[config.mk]
export PLATFORM = sky130hd
export DESIGN_NAME = nmcs_top
export DESIGN_NICKNAME = d
export VERILOG_FILES = /design/src/verilog/nmcs_pkg.sv /design/src/verilog/nmcs_top.sv
export SDC_FILE = /design/constraint.sdc
export NUM_CORES = 1
export LEC_CHECK = 0
export BUFFER_PORTS_ARGS = -buffer_cell sky130_fd_sc_hd__buf_2
export CORE_MARGIN = 8
export CORE_UTILIZATION = 55
export CTS_BUF_LIST = sky130_fd_sc_hd__clkbuf_8
export CTS_CLUSTER_SIZE = 30
export DETAILED_ROUTE_END_ITERATION = 10
export PLACE_DENSITY = 0.77
export SYNTH_ARGS = -nofsm -noshare
export SYNTH_HDL_FRONTEND = slang
export SYNTH_SLANG_ARGS = --single-unit
[constraint.sdc]
create_clock -name clk -period 3.7 [get_ports clk]
set_input_delay 0.185 -clock clk [delete_from_list [all_inputs] [get_ports clk]]
set_output_delay 0.185 -clock clk [all_outputs]
set_load 0.01 [all_outputs]
[src/verilog/nmcs_pkg.sv]
// Constants, offsets and types of the manual-cycle and status block.
// Assumes a 40 MHz clock and a 32-bit AXI4-Lite master.
// Notes on behaviour
// - Extended address word holds bytes five-eight.
// - Over four bytes, extended write launches address.
// - Reading read port runs one flash read.
// - Upper data byte used only in wide mode.
// - Writing write port runs one flash write.
// - Single write bypasses the block datapath.
// - Status bit 18 shows write in progress.
// - Status bit 17 shows address in progress.
// - Status bit 16 shows command in progress.
// - Error results kept per 256-byte block.
// - Bits 15-8 flag uncorrectable block errors.
// - Bits 7-0 flag correctable block errors.
// - Block flags only follow simple ECC mode.
// - Result gives byte offset and bit position.
package nmcs_pkg;
  // ==========================================================
  // Register offsets.
  localparam logic [7:0] OFF_UPPER   = 8'h20;
  localparam logic [7:0] OFF_READ    = 8'h24;
  localparam logic [7:0] OFF_WRITE   = 8'h28;
  localparam logic [7:0] OFF_STATUS  = 8'h2c;
  localparam logic [3:0] OFF_RES_HI  = 4'h3;
  localparam logic [7:0] OFF_CTRL    = 8'h60;
  localparam logic [7:0] OFF_IRQST   = 8'h64;
  localparam logic [7:0] OFF_IRQMASK = 8'h68;
  // ==========================================================
  // Field positions and reset values.
  localparam int         ST_WR_PEND   = 18;
  localparam int         ST_ADDR_PEND = 17;
  localparam int         ST_CMD_PEND  = 16;
  localparam int         CTRL_WIDE    = 8;
  localparam int         CTRL_ECC     = 9;
  localparam logic [2:0] BYTES_RST    = 3'h4;
  localparam logic [2:0] BYTES_BASE   = 3'h3;
  localparam logic       ECC_RST      = 1'b1;
  localparam int         EV_CMD       = 0;
  localparam int         EV_ADDR      = 1;
  localparam int         EV_WR        = 2;
  localparam int         EV_RD        = 3;
  localparam int         EV_ECC       = 4;
  localparam int         NUM_EV       = 5;
  localparam logic [1:0] RESP_OKAY    = 2'h0;
  localparam logic [1:0] RESP_SLVERR  = 2'h2;
  // ==========================================================
  // Flash strobe timing.
  localparam int         CLK_NS       = 25;
  localparam int         T_PULSE_NS   = 50;
  localparam int         T_HOLD_NS    = 25;
  localparam logic [3:0] PULSE_CYC    =
    4'((T_PULSE_NS + CLK_NS - 1) / CLK_NS);
  localparam logic [3:0] HOLD_CYC     =
    4'((T_HOLD_NS + CLK_NS - 1) / CLK_NS);
  // ==========================================================
  // Flash cycle kinds.
  typedef enum logic [2:0] {
    OP_IDLE, OP_CMD, OP_ADDR, OP_WR, OP_RD
  } nmcs_op_t;
endpackage : nmcs_pkg

[src/verilog/nmcs_top.sv]
// Manual flash cycles, extended address and cycle/ECC status.
// Assumes an AXI4-Lite master on clk, command and base address
// pulses and ECC block results from logic on the same clock.
//
// Decided for this implementation: the AXI4-Lite interface to the registers.
module nmcs_top (
  input  wire logic        clk,
  input  wire logic        sys_rst,
  input  wire logic [7:0]  s_axi_awaddr,
  input  wire logic        s_axi_awvalid,
  output logic             s_axi_awready,
  input  wire logic [31:0] s_axi_wdata,
  input  wire logic [3:0]  s_axi_wstrb,
  input  wire logic        s_axi_wvalid,
  output logic             s_axi_wready,
  output logic [1:0]       s_axi_bresp,
  output logic             s_axi_bvalid,
  input  wire logic        s_axi_bready,
  input  wire logic [7:0]  s_axi_araddr,
  input  wire logic        s_axi_arvalid,
  output logic             s_axi_arready,
  output logic [31:0]      s_axi_rdata,
  output logic [1:0]       s_axi_rresp,
  output logic             s_axi_rvalid,
  input  wire logic        s_axi_rready,
  input  wire logic        cmdLaunch,
  input  wire logic [7:0]  cmdByte,
  input  wire logic        baseAddrWrite,
  input  wire logic [31:0] baseAddr,
  input  wire logic        eccPageStart,
  input  wire logic        eccBlockDone,
  input  wire logic [2:0]  eccBlockIdx,
  input  wire logic        eccCorrectable,
  input  wire logic        eccUncorrectable,
  input  wire logic [7:0]  eccErrByte,
  input  wire logic [2:0]  eccErrBit,
  output logic             flashCle,
  output logic             flashAle,
  output logic             flashWeN,
  output logic             flashReN,
  output logic [15:0]      flashDataOut,
  output logic             flashDataOe,
  input  wire logic [15:0] flashDataIn,
  output logic             irq
);
  localparam int NUM_EV_W = nmcs_pkg::NUM_EV;

  // ==========================================================
  // State record.
  typedef struct packed {
    logic                  wRdy;
    logic                  bValid;
    logic [1:0]            bResp;
    logic                  arRdy;
    logic                  rValid;
    logic [1:0]            rResp;
    logic [31:0]           rData;
    logic [31:0]           upper;
    logic [31:0]           base;
    logic [7:0]            cmd;
    logic [2:0]            bytesM1;
    logic                  wide;
    logic                  eccSimple;
    logic [NUM_EV_W-1:0]   irqSt;
    logic [NUM_EV_W-1:0]   irqMask;
    logic [7:0]            uncor;
    logic [7:0]            corr;
    logic [7:0][10:0]      result;
    logic                  rdWait;
    logic                  rdBusy;
    logic                  wrWait;
    logic                  wrIsData;
    logic [15:0]           wrData;
    nmcs_pkg::nmcs_op_t    op;
    logic                  strobe;
    logic [3:0]            cnt;
    logic [2:0]            idx;
    logic                  cle;
    logic                  ale;
    logic                  weN;
    logic                  reN;
    logic [15:0]           dout;
    logic                  doe;
    logic [15:0]           dinS1;
    logic [15:0]           dinS2;
    logic                  irq;
  } nmcs_state_t;

  localparam nmcs_state_t RST_STATE = '{
    op:        nmcs_pkg::OP_IDLE,
    weN:       1'b1,
    reN:       1'b1,
    bytesM1:   nmcs_pkg::BYTES_RST,
    eccSimple: nmcs_pkg::ECC_RST,
    default:   '0
  };

  nmcs_state_t        s;
  nmcs_state_t        n;
  logic               go;
  nmcs_pkg::nmcs_op_t goOp;
  logic [15:0]        goVal;
  logic [NUM_EV_W-1:0] evt;

  // Picks address byte i of the eight-byte address series.
  function automatic logic [7:0] nmcs_byte(
    input logic [63:0] a,
    input logic [2:0]  i
  );
    nmcs_byte = a[{i, 3'h0} +: 8];
  endfunction : nmcs_byte

  // ==========================================================
  // Next-state logic for bus, registers and flash sequencer.
  always_comb
  begin
    n = s;
    go = 1'b0;
    goOp = nmcs_pkg::OP_IDLE;
    goVal = 16'h0000;
    evt = '0;
    n.bValid = s.bValid & ~s_axi_bready;
    n.rValid = s.rValid & ~s_axi_rready;
    n.dinS1 = flashDataIn;
    n.dinS2 = s.dinS1;

    // Register writes; address and data are taken together.
    if (s.wRdy && s_axi_awvalid && s_axi_wvalid)
    begin
      n.bValid = 1'b1;
      n.bResp = nmcs_pkg::RESP_OKAY;
      case (s_axi_awaddr)
        nmcs_pkg::OFF_UPPER:
        begin
          for (int b = 0; b < 4; b++)
            if (s_axi_wstrb[b])
              n.upper[b*8 +: 8] = s_axi_wdata[b*8 +: 8];
          if (s.bytesM1 > nmcs_pkg::BYTES_BASE)
          begin
            n.wrWait = 1'b1;
            n.wrIsData = 1'b0;
          end
        end
        nmcs_pkg::OFF_WRITE:
        begin
          n.wrWait = 1'b1;
          n.wrIsData = 1'b1;
          n.wrData = s_axi_wdata[15:0];
        end
        nmcs_pkg::OFF_CTRL:
        begin
          if (s_axi_wstrb[0])
            n.bytesM1 = s_axi_wdata[2:0];
          if (s_axi_wstrb[1])
          begin
            n.wide = s_axi_wdata[nmcs_pkg::CTRL_WIDE];
            n.eccSimple = s_axi_wdata[nmcs_pkg::CTRL_ECC];
          end
        end
        nmcs_pkg::OFF_IRQST:
          n.irqSt = s.irqSt & ~s_axi_wdata[NUM_EV_W-1:0];
        nmcs_pkg::OFF_IRQMASK:
          n.irqMask = s_axi_wdata[NUM_EV_W-1:0];
        nmcs_pkg::OFF_READ, nmcs_pkg::OFF_STATUS: ;
        default:
          n.bResp = nmcs_pkg::RESP_SLVERR;
      endcase
    end

    // Register reads; the read port answers after its cycle.
    if (s.arRdy && s_axi_arvalid)
    begin
      n.rValid = 1'b1;
      n.rResp = nmcs_pkg::RESP_OKAY;
      n.rData = 32'h0000_0000;
      if (s_axi_araddr[7:4] == nmcs_pkg::OFF_RES_HI)
        n.rData = {5'h00, s.result[{s_axi_araddr[3:2], 1'b1}],
                   5'h00, s.result[{s_axi_araddr[3:2], 1'b0}]};
      else
        case (s_axi_araddr)
          nmcs_pkg::OFF_UPPER:
            n.rData = s.upper;
          nmcs_pkg::OFF_READ:
          begin
            n.rValid = 1'b0;
            n.rdWait = 1'b1;
          end
          nmcs_pkg::OFF_STATUS:
          begin
            n.rData[15:8] = s.uncor;
            n.rData[7:0] = s.corr;
            n.rData[nmcs_pkg::ST_WR_PEND] = (s.op == nmcs_pkg::OP_WR)
              || (s.wrWait && s.wrIsData);
            n.rData[nmcs_pkg::ST_ADDR_PEND] =
              (s.op == nmcs_pkg::OP_ADDR)
              || (s.wrWait && !s.wrIsData);
            n.rData[nmcs_pkg::ST_CMD_PEND] =
              (s.op == nmcs_pkg::OP_CMD);
          end
          nmcs_pkg::OFF_CTRL:
          begin
            n.rData[2:0] = s.bytesM1;
            n.rData[nmcs_pkg::CTRL_WIDE] = s.wide;
            n.rData[nmcs_pkg::CTRL_ECC] = s.eccSimple;
          end
          nmcs_pkg::OFF_IRQST:
            n.rData[NUM_EV_W-1:0] = s.irqSt;
          nmcs_pkg::OFF_IRQMASK:
            n.rData[NUM_EV_W-1:0] = s.irqMask;
          default:
            n.rResp = nmcs_pkg::RESP_SLVERR;
        endcase
    end

    // Capture of the base address and command from the core.
    if (baseAddrWrite)
      n.base = baseAddr;
    if (cmdLaunch)
      n.cmd = cmdByte;

    // Per-block ECC flags and results; a new page clears the flags.
    if (eccPageStart)
    begin
      n.uncor = 8'h00;
      n.corr = 8'h00;
    end
    if (eccBlockDone && s.eccSimple)
    begin
      n.uncor[eccBlockIdx] = eccUncorrectable;
      n.corr[eccBlockIdx] = eccCorrectable;
      n.result[eccBlockIdx] = {eccErrBit, eccErrByte};
      evt[nmcs_pkg::EV_ECC] = eccUncorrectable;
    end

    // Sequencer start; a waiting read goes first.
    if (s.op == nmcs_pkg::OP_IDLE)
    begin
      if (s.rdWait)
      begin
        go = 1'b1;
        goOp = nmcs_pkg::OP_RD;
        n.rdWait = 1'b0;
        n.rdBusy = 1'b1;
      end
      else if (s.wrWait)
      begin
        go = 1'b1;
        n.wrWait = 1'b0;
        goOp = s.wrIsData ? nmcs_pkg::OP_WR : nmcs_pkg::OP_ADDR;
        goVal = s.wrIsData ? s.wrData
                           : {8'h00, nmcs_byte({s.upper, s.base},
                                               3'h0)};
      end
      else if (cmdLaunch)
      begin
        go = 1'b1;
        goOp = nmcs_pkg::OP_CMD;
        goVal = {8'h00, cmdByte};
      end
      else if (baseAddrWrite && s.bytesM1 <= nmcs_pkg::BYTES_BASE)
      begin
        go = 1'b1;
        goOp = nmcs_pkg::OP_ADDR;
        goVal = {8'h00, baseAddr[7:0]};
      end
    end
    else if (s.cnt != 4'h0)
      n.cnt = s.cnt - 4'h1;
    else if (s.strobe)
    begin
      // End of the strobe: release it and start the gap.
      n.strobe = 1'b0;
      n.weN = 1'b1;
      n.reN = 1'b1;
      n.cnt = nmcs_pkg::HOLD_CYC - 4'h1;
    end
    else if (s.op == nmcs_pkg::OP_ADDR && s.idx != s.bytesM1)
    begin
      // Next byte of the address series.
      n.idx = s.idx + 3'h1;
      n.strobe = 1'b1;
      n.weN = 1'b0;
      n.cnt = nmcs_pkg::PULSE_CYC - 4'h1;
      n.dout = {8'h00, nmcs_byte({s.upper, s.base}, n.idx)};
    end
    else
    begin
      // Cycle complete: pending bit drops, event raised.
      n.op = nmcs_pkg::OP_IDLE;
      n.cle = 1'b0;
      n.ale = 1'b0;
      n.doe = 1'b0;
      n.dout = 16'h0000;
      evt[nmcs_pkg::EV_CMD] = (s.op == nmcs_pkg::OP_CMD);
      evt[nmcs_pkg::EV_ADDR] = (s.op == nmcs_pkg::OP_ADDR);
      evt[nmcs_pkg::EV_WR] = (s.op == nmcs_pkg::OP_WR);
      evt[nmcs_pkg::EV_RD] = (s.op == nmcs_pkg::OP_RD);
      // The pin synchroniser lags two edges, so read data is taken
      // after the strobe, when it shows the level seen under it.
      if (s.op == nmcs_pkg::OP_RD)
      begin
        n.rValid = 1'b1;
        n.rResp = nmcs_pkg::RESP_OKAY;
        n.rdBusy = 1'b0;
        n.rData = {16'h0000, s.wide ? s.dinS2[15:8] : 8'h00,
                   s.dinS2[7:0]};
      end
    end

    // Common strobe setup for a newly started cycle.
    if (go)
    begin
      n.op = goOp;
      n.strobe = 1'b1;
      n.idx = 3'h0;
      n.cnt = nmcs_pkg::PULSE_CYC - 4'h1;
      n.cle = (goOp == nmcs_pkg::OP_CMD);
      n.ale = (goOp == nmcs_pkg::OP_ADDR);
      n.weN = (goOp == nmcs_pkg::OP_RD);
      n.reN = (goOp != nmcs_pkg::OP_RD);
      n.doe = (goOp != nmcs_pkg::OP_RD);
      n.dout = s.wide ? goVal : {8'h00, goVal[7:0]};
    end

    // Sticky events win over a clear in the same cycle.
    n.irqSt = n.irqSt | evt;
    n.irq = |(n.irqSt & n.irqMask);
    n.wRdy = !n.bValid && !n.wrWait;
    n.arRdy = !n.rValid && !n.rdWait && !n.rdBusy;
  end

  // ==========================================================
  // State register.
  always_ff @(posedge clk)
  begin
    if (sys_rst)
      s <= RST_STATE;
    else
      s <= n;
  end

  // Outputs straight from the state register.
  assign s_axi_awready = s.wRdy;
  assign s_axi_wready  = s.wRdy;
  assign s_axi_bvalid  = s.bValid;
  assign s_axi_bresp   = s.bResp;
  assign s_axi_arready = s.arRdy;
  assign s_axi_rvalid  = s.rValid;
  assign s_axi_rresp   = s.rResp;
  assign s_axi_rdata   = s.rData;
  assign flashCle      = s.cle;
  assign flashAle      = s.ale;
  assign flashWeN      = s.weN;
  assign flashReN      = s.reN;
  assign flashDataOut  = s.dout;
  assign flashDataOe   = s.doe;
  assign irq           = s.irq;
endmodule : nmcs_top

Yosys cells after proc, flatten, opt, wreduce, memory -nomap -nowiden --
Index checks and enable logic that the tools add are counted.
Storage, ports and cells: register bits after elaboration 308, bits in latches 0, RAM bits 0, ROM bits 0, input port bits 135, output and inout port bits 63, word-level logic and storage cells 233, memories kept 0
Cells by class: add/sub/neg operators 2, $mul 0, divide/modulo/power cells 0, order comparisons 6, eq/ne operators 28, shift-type cells 1, mux-type cells 92, bitwise logic cells 11, reductions and logical operators 47
Operator list (number):
- $mux W35 | 6
- $mux W16 | 8
- $mux W104 | 1
- $mux W32 | 3
- $bwmux W88 | 1
- $shiftx A64 B7 Y8 | 1
- $eq A8 B6 Y1 const B | 7
- $eq A8 B7 Y1 const B | 6
- $bmux W11 S2 | 2
- $demux W11 S3 | 1
- $mux W11 | 3
- $mux W8 | 4
- $reduce_and A3 Y1 | 10
- $mux W1 | 25
- $mux W24 | 1
- $mux W4 | 6
- $mux W5 | 4
- $mux W18 | 1
- $mux W3 | 6
- $pmux W9 S2 | 1
- $mux W17 | 1
- $bwmux W8 | 2
- $mux W2 | 8
- $pmux W3 S5 | 1
- 39 further kinds | 78

Longest topological paths before layout --
depth after elaboration 14, mapped depth 9, gate-level depth less buffers 6

Worst setup path after synthesis --
No wires, ideal clock.
path kind reg2reg, start reg s[55] (netlist name), end reg s (netlist bit flashDataOut[1]), setup time 0.132 ns, data arrival time 1.918 ns, required time 3.568 ns, slack 1.650 ns, cell stages (with the launch flop) 9, path buffers 2, period minus slack after synthesis 2.050 ns, path through dfxtp_1 ha_1 buf_2 buf_1 mux4_2 mux2i_1 nor2_1 a211oi_1 nor3_1
On the way: longest elaborated chain between the ends 7, elaborated cells between the ends (all ways) 9, classes of those cells add/sub (1); eq/ne (1); shift (1); mux (5); reduce/logical (1)
Ends and longest elaborated chain:
- start: declaration | RTL line nmcs_top.sv:98 | nmcs_state_t s;
- start signal: assignment | RTL line nmcs_top.sv:339 | s <= n;
- $add A3 B1 Y3 or $ne A3 B3 Y1 (tied branches) | RTL line nmcs_top.sv:280, nmcs_top.sv:277
- $shiftx A64 B7 Y8 or $logic_and A1 B1 Y1 (tied branches) | RTL line nmcs_top.sv:110, nmcs_top.sv:277
- $mux W8 * | RTL line nmcs_top.sv:277 | else if (s.op == nmcs_pkg::OP_ADDR && s.idx != s.bytesM1)
- $mux W17 * | RTL line nmcs_top.sv:269 | else if (s.strobe)
- $mux W24 * | RTL line nmcs_top.sv:267 | else if (s.cnt != 4'h0)
- $mux W32 * | RTL line nmcs_top.sv:236 | if (s.op == nmcs_pkg::OP_IDLE)
- $mux W32 * | RTL line nmcs_top.sv:311 | if (go)
Mark *: on every way between the ends. The rest lies on a longest branch, timed or not. The select of a mux whose other input is x is not followed. A chain may end at the register's enable or synchronous reset.

Worst setup path after layout --
start reg s[55] (netlist name), end reg s (netlist bit flashDataOut[4])
The elaborated chain is that of the path after synthesis.

==> flow_summary.yaml <==
sta:
  worst_clock_skew_ps: 49.8
  worst_pin_slew_ps: 1210
  timing_hold_violations_final: 0
  fin_crit_sh: 0.690
  max_slew_margin: 0.191
  finalSetupViolCount: 0
  setup_tns_ps: 0
  postLayoutSetupSlackWorst_ps: 1150
  slew_viol_final: 0
  fmax_ghz: 0.392
  rsz0062_at_grt: "no"
  fin_crit_ps: 2550
hold_path:
  hold_path_class: "in -> reg"
synth:
  netlist.area_leader.share: 0.460
  synth_top_area_cell: "dfxtp_1"
  synth_seq_cells: 307
  ys_seq_area_frac: 0.460
  synth_edf_count: 0
  async_flop_share: 0
  synthTopCellsByArea: "dfxtp_1 46%, mux2i_1 7.8%, mux4_2 6.4%"
  synth_warnings: 0
  synthDistinctLibCells: 59
  synth_area_mm2: 0.0134
  synthTopCellsByCount: "307 x dfxtp_1, 196 x nand2_1, 179 x nor2_1, 164 x a21oi_1, 104 x mux2i_1"
  syn_inst: 1486
  synth_most_common_cell: "dfxtp_1"
  synthFlopType: "dfxtp_1"
  avgSynthCellArea_um2: 8.99
  synth_nets: 1622
global_route:
  grt_antenna_before_repair: 3
  globalRouteTotalUtil: 0.285
  grt_max_degree: 111
  grt_pass1_wl_mm: 66.2
  grt_pass1_vias: 12075
  grt-ovfl-total: 0
setup_path:
  crit_slowest_cell: "ha_1"
  crit_required_ps: 4160
  cp_num_buf_inv: 0
  crit_fanout: 17
  start_kind: "register"
  cp_data_arrival_time_ps: 3020
  path_cells: "ha_1 > mux4_2 > mux2i_1 > nor2_1 > a211oi_1 > nor3_1"
  endpoint_kind: "register"
  critPathKind: "reg -> reg"
  max_stage_delay_ps: 920
  r2r_slack_ps: 1150
  crit_family: "adder cells"
routing:
  wl_per_cell_um: 20.9
  drt_iter0_drc: 1245
  wl_mm: 42.9
  firstDrtPassIters: 6
  vias: 12135
  detail-route-antenna-nets: 0
  viasPerCell: 5.91
  drc: 0
layout:
  post-route-cell-area_mm2: 0.0162
  multi_input_area_mm2: 0.00636
  syn_to_final_growth_pct: 21.0
  fillers: 1880
  nets: 1827
  drive_gt1_frac: 0.194
  regArea_mm2: 0.00615
  stdcell_count: 2054
clocking:
  clk_pin_slew_ps: 60
  cts_tree: "done"
  htree_num_levels: 2
  numCtsBuffers: 50
  cts_setup_buffers: 0
  insertion_delay_ps: 600
  root_buffer: "clkbuf_8"
  clockBufferDepth: 3
  cts.sinks: 307
placement:
  post_dp_cell_area_mm2: 0.0140
  place_congestion: 0.899
  preCtsSetupSlack_ps: 1190
  dp_hpwl_mm: 28.4
  portBuffers: 196
  place_inst: 1850
power_and_ir_drop:
  power.total_mw: 7.09
  leakagePower_nw: 6.49
  vdd_drop_max_mv: 0.335
  power_density_mw_per_mm2: 439
floorplan:
  chipWidth_um: 172
  die_height_um: 172
  num_rows: 57
  coreArea_mm2: 0.0241
  ioPinCount: 198
  initial_core_util: 0.554
  fp.dieArea_mm2: 0.0295
run_status:
  run_status: "finished clean"
run:
  maxCapViolCount: 0
-- what timing repair did --
action | CTS | global route
gates resized for setup | 0 | 0
hold buffers | 113 | 0
hold endpoints to repair | 194 | 0
endpoints found under the setup margin | 0 | 0
-- cells in the final DEF, fill, tap and decap left out, types with 13 or more instances in the layout --
cell type / instances
nor3_1: 32
dlygate4sd3_1: 113
o21ai_0: 17
nand2_1: 196
nand3_1: 46
a211oi_1: 17
nor2b_1: 41
buf_4: 13
mux4_2: 38
mux2i_1: 104
buf_2: 195
clkbuf_8: 68
a21oi_1: 164
a22oi_1: 21
inv_1: 23
nor2_1: 179
dfxtp_1: 307
a221oi_1: 24
-- final cells by class --
| class | instances | share of cell area |
|---|---|---|
| flip-flops and latches | 307 | 0.380 |
| clock inverters | 22 | 0.00565 |
| clock buffers | 67 | 0.0570 |
| multi-input cells | 1002 | 0.393 |
| inverters | 8 | 0.00186 |
| diodes | 2 | 0.000309 |
| well taps | 324 | 0.0251 |
| repair buffers | 322 | 0.137 |
-- per-stage QoR --
stage | hold WS [ps] | utilization
after CTS | 17.1 | 0.671
after global routing | 59.8 | 0.671
final | 48.4 | 0.671
after global placement | 398 | 0.582
after detailed placement | 399 | 0.582
after floorplan | 313 | -
-- final timing paths --
kind / from / endpoint / cells after the start
max reg2reg: s[55] / flashDataOut[4] / 6
min: eccBlockDone / s[198] / 3
min reg2reg: s_axi_rresp[0] / s_axi_rresp[0] / 2
max: s[55] / flashDataOut[4] / 6
-- routing by layer --
layer	wire length, um	up-vias	GRT usage	share of wire
met4	2080	2	0.157	0.048
met1	16100	5796	0.340	0.37
met5	13	-	0	0.00030
met2	20800	648	0.477	0.48
li1	-	5542	-	-
met3	3990	147	0.0605	0.093
-- cells by family (layout without fill, tap and decap cells) --
group | count (synthesis) | after routing | share of synthesized area
multiplexers | 142 | 142 | 0.142
XOR/XNOR | 9 | 9 | 0.00590
buffers and inverters | 177 | 419 | 0.0674
AND/OR/NAND/NOR | 571 | 571 | 0.196
AO/OA/AOI/OAI | 278 | 278 | 0.128
adder cells (fa/ha/maj) | 1 | 1 | 0.000936
flip-flops | 307 | 307 | 0.460
other | 1 | 3 | 0.000281
-- worst min-delay path, delay by kind of cell --
kind                   cells  cell delay [ps]
buffers and inverters      1              160
AND/OR/NAND/NOR            1               80
AO/OA/AOI/OAI              1              150
-- power by group --
| part | leakage, nW | internal (mW) | switching, mW |
|---|---|---|---|
| registers | 2.50 | 3.40 | 0.0611 |
| clock network | 0.589 | 1.61 | 1.36 |
| logic | 3.40 | 0.289 | 0.376 |
Note: power is estimated with default switching activity, not from simulation.
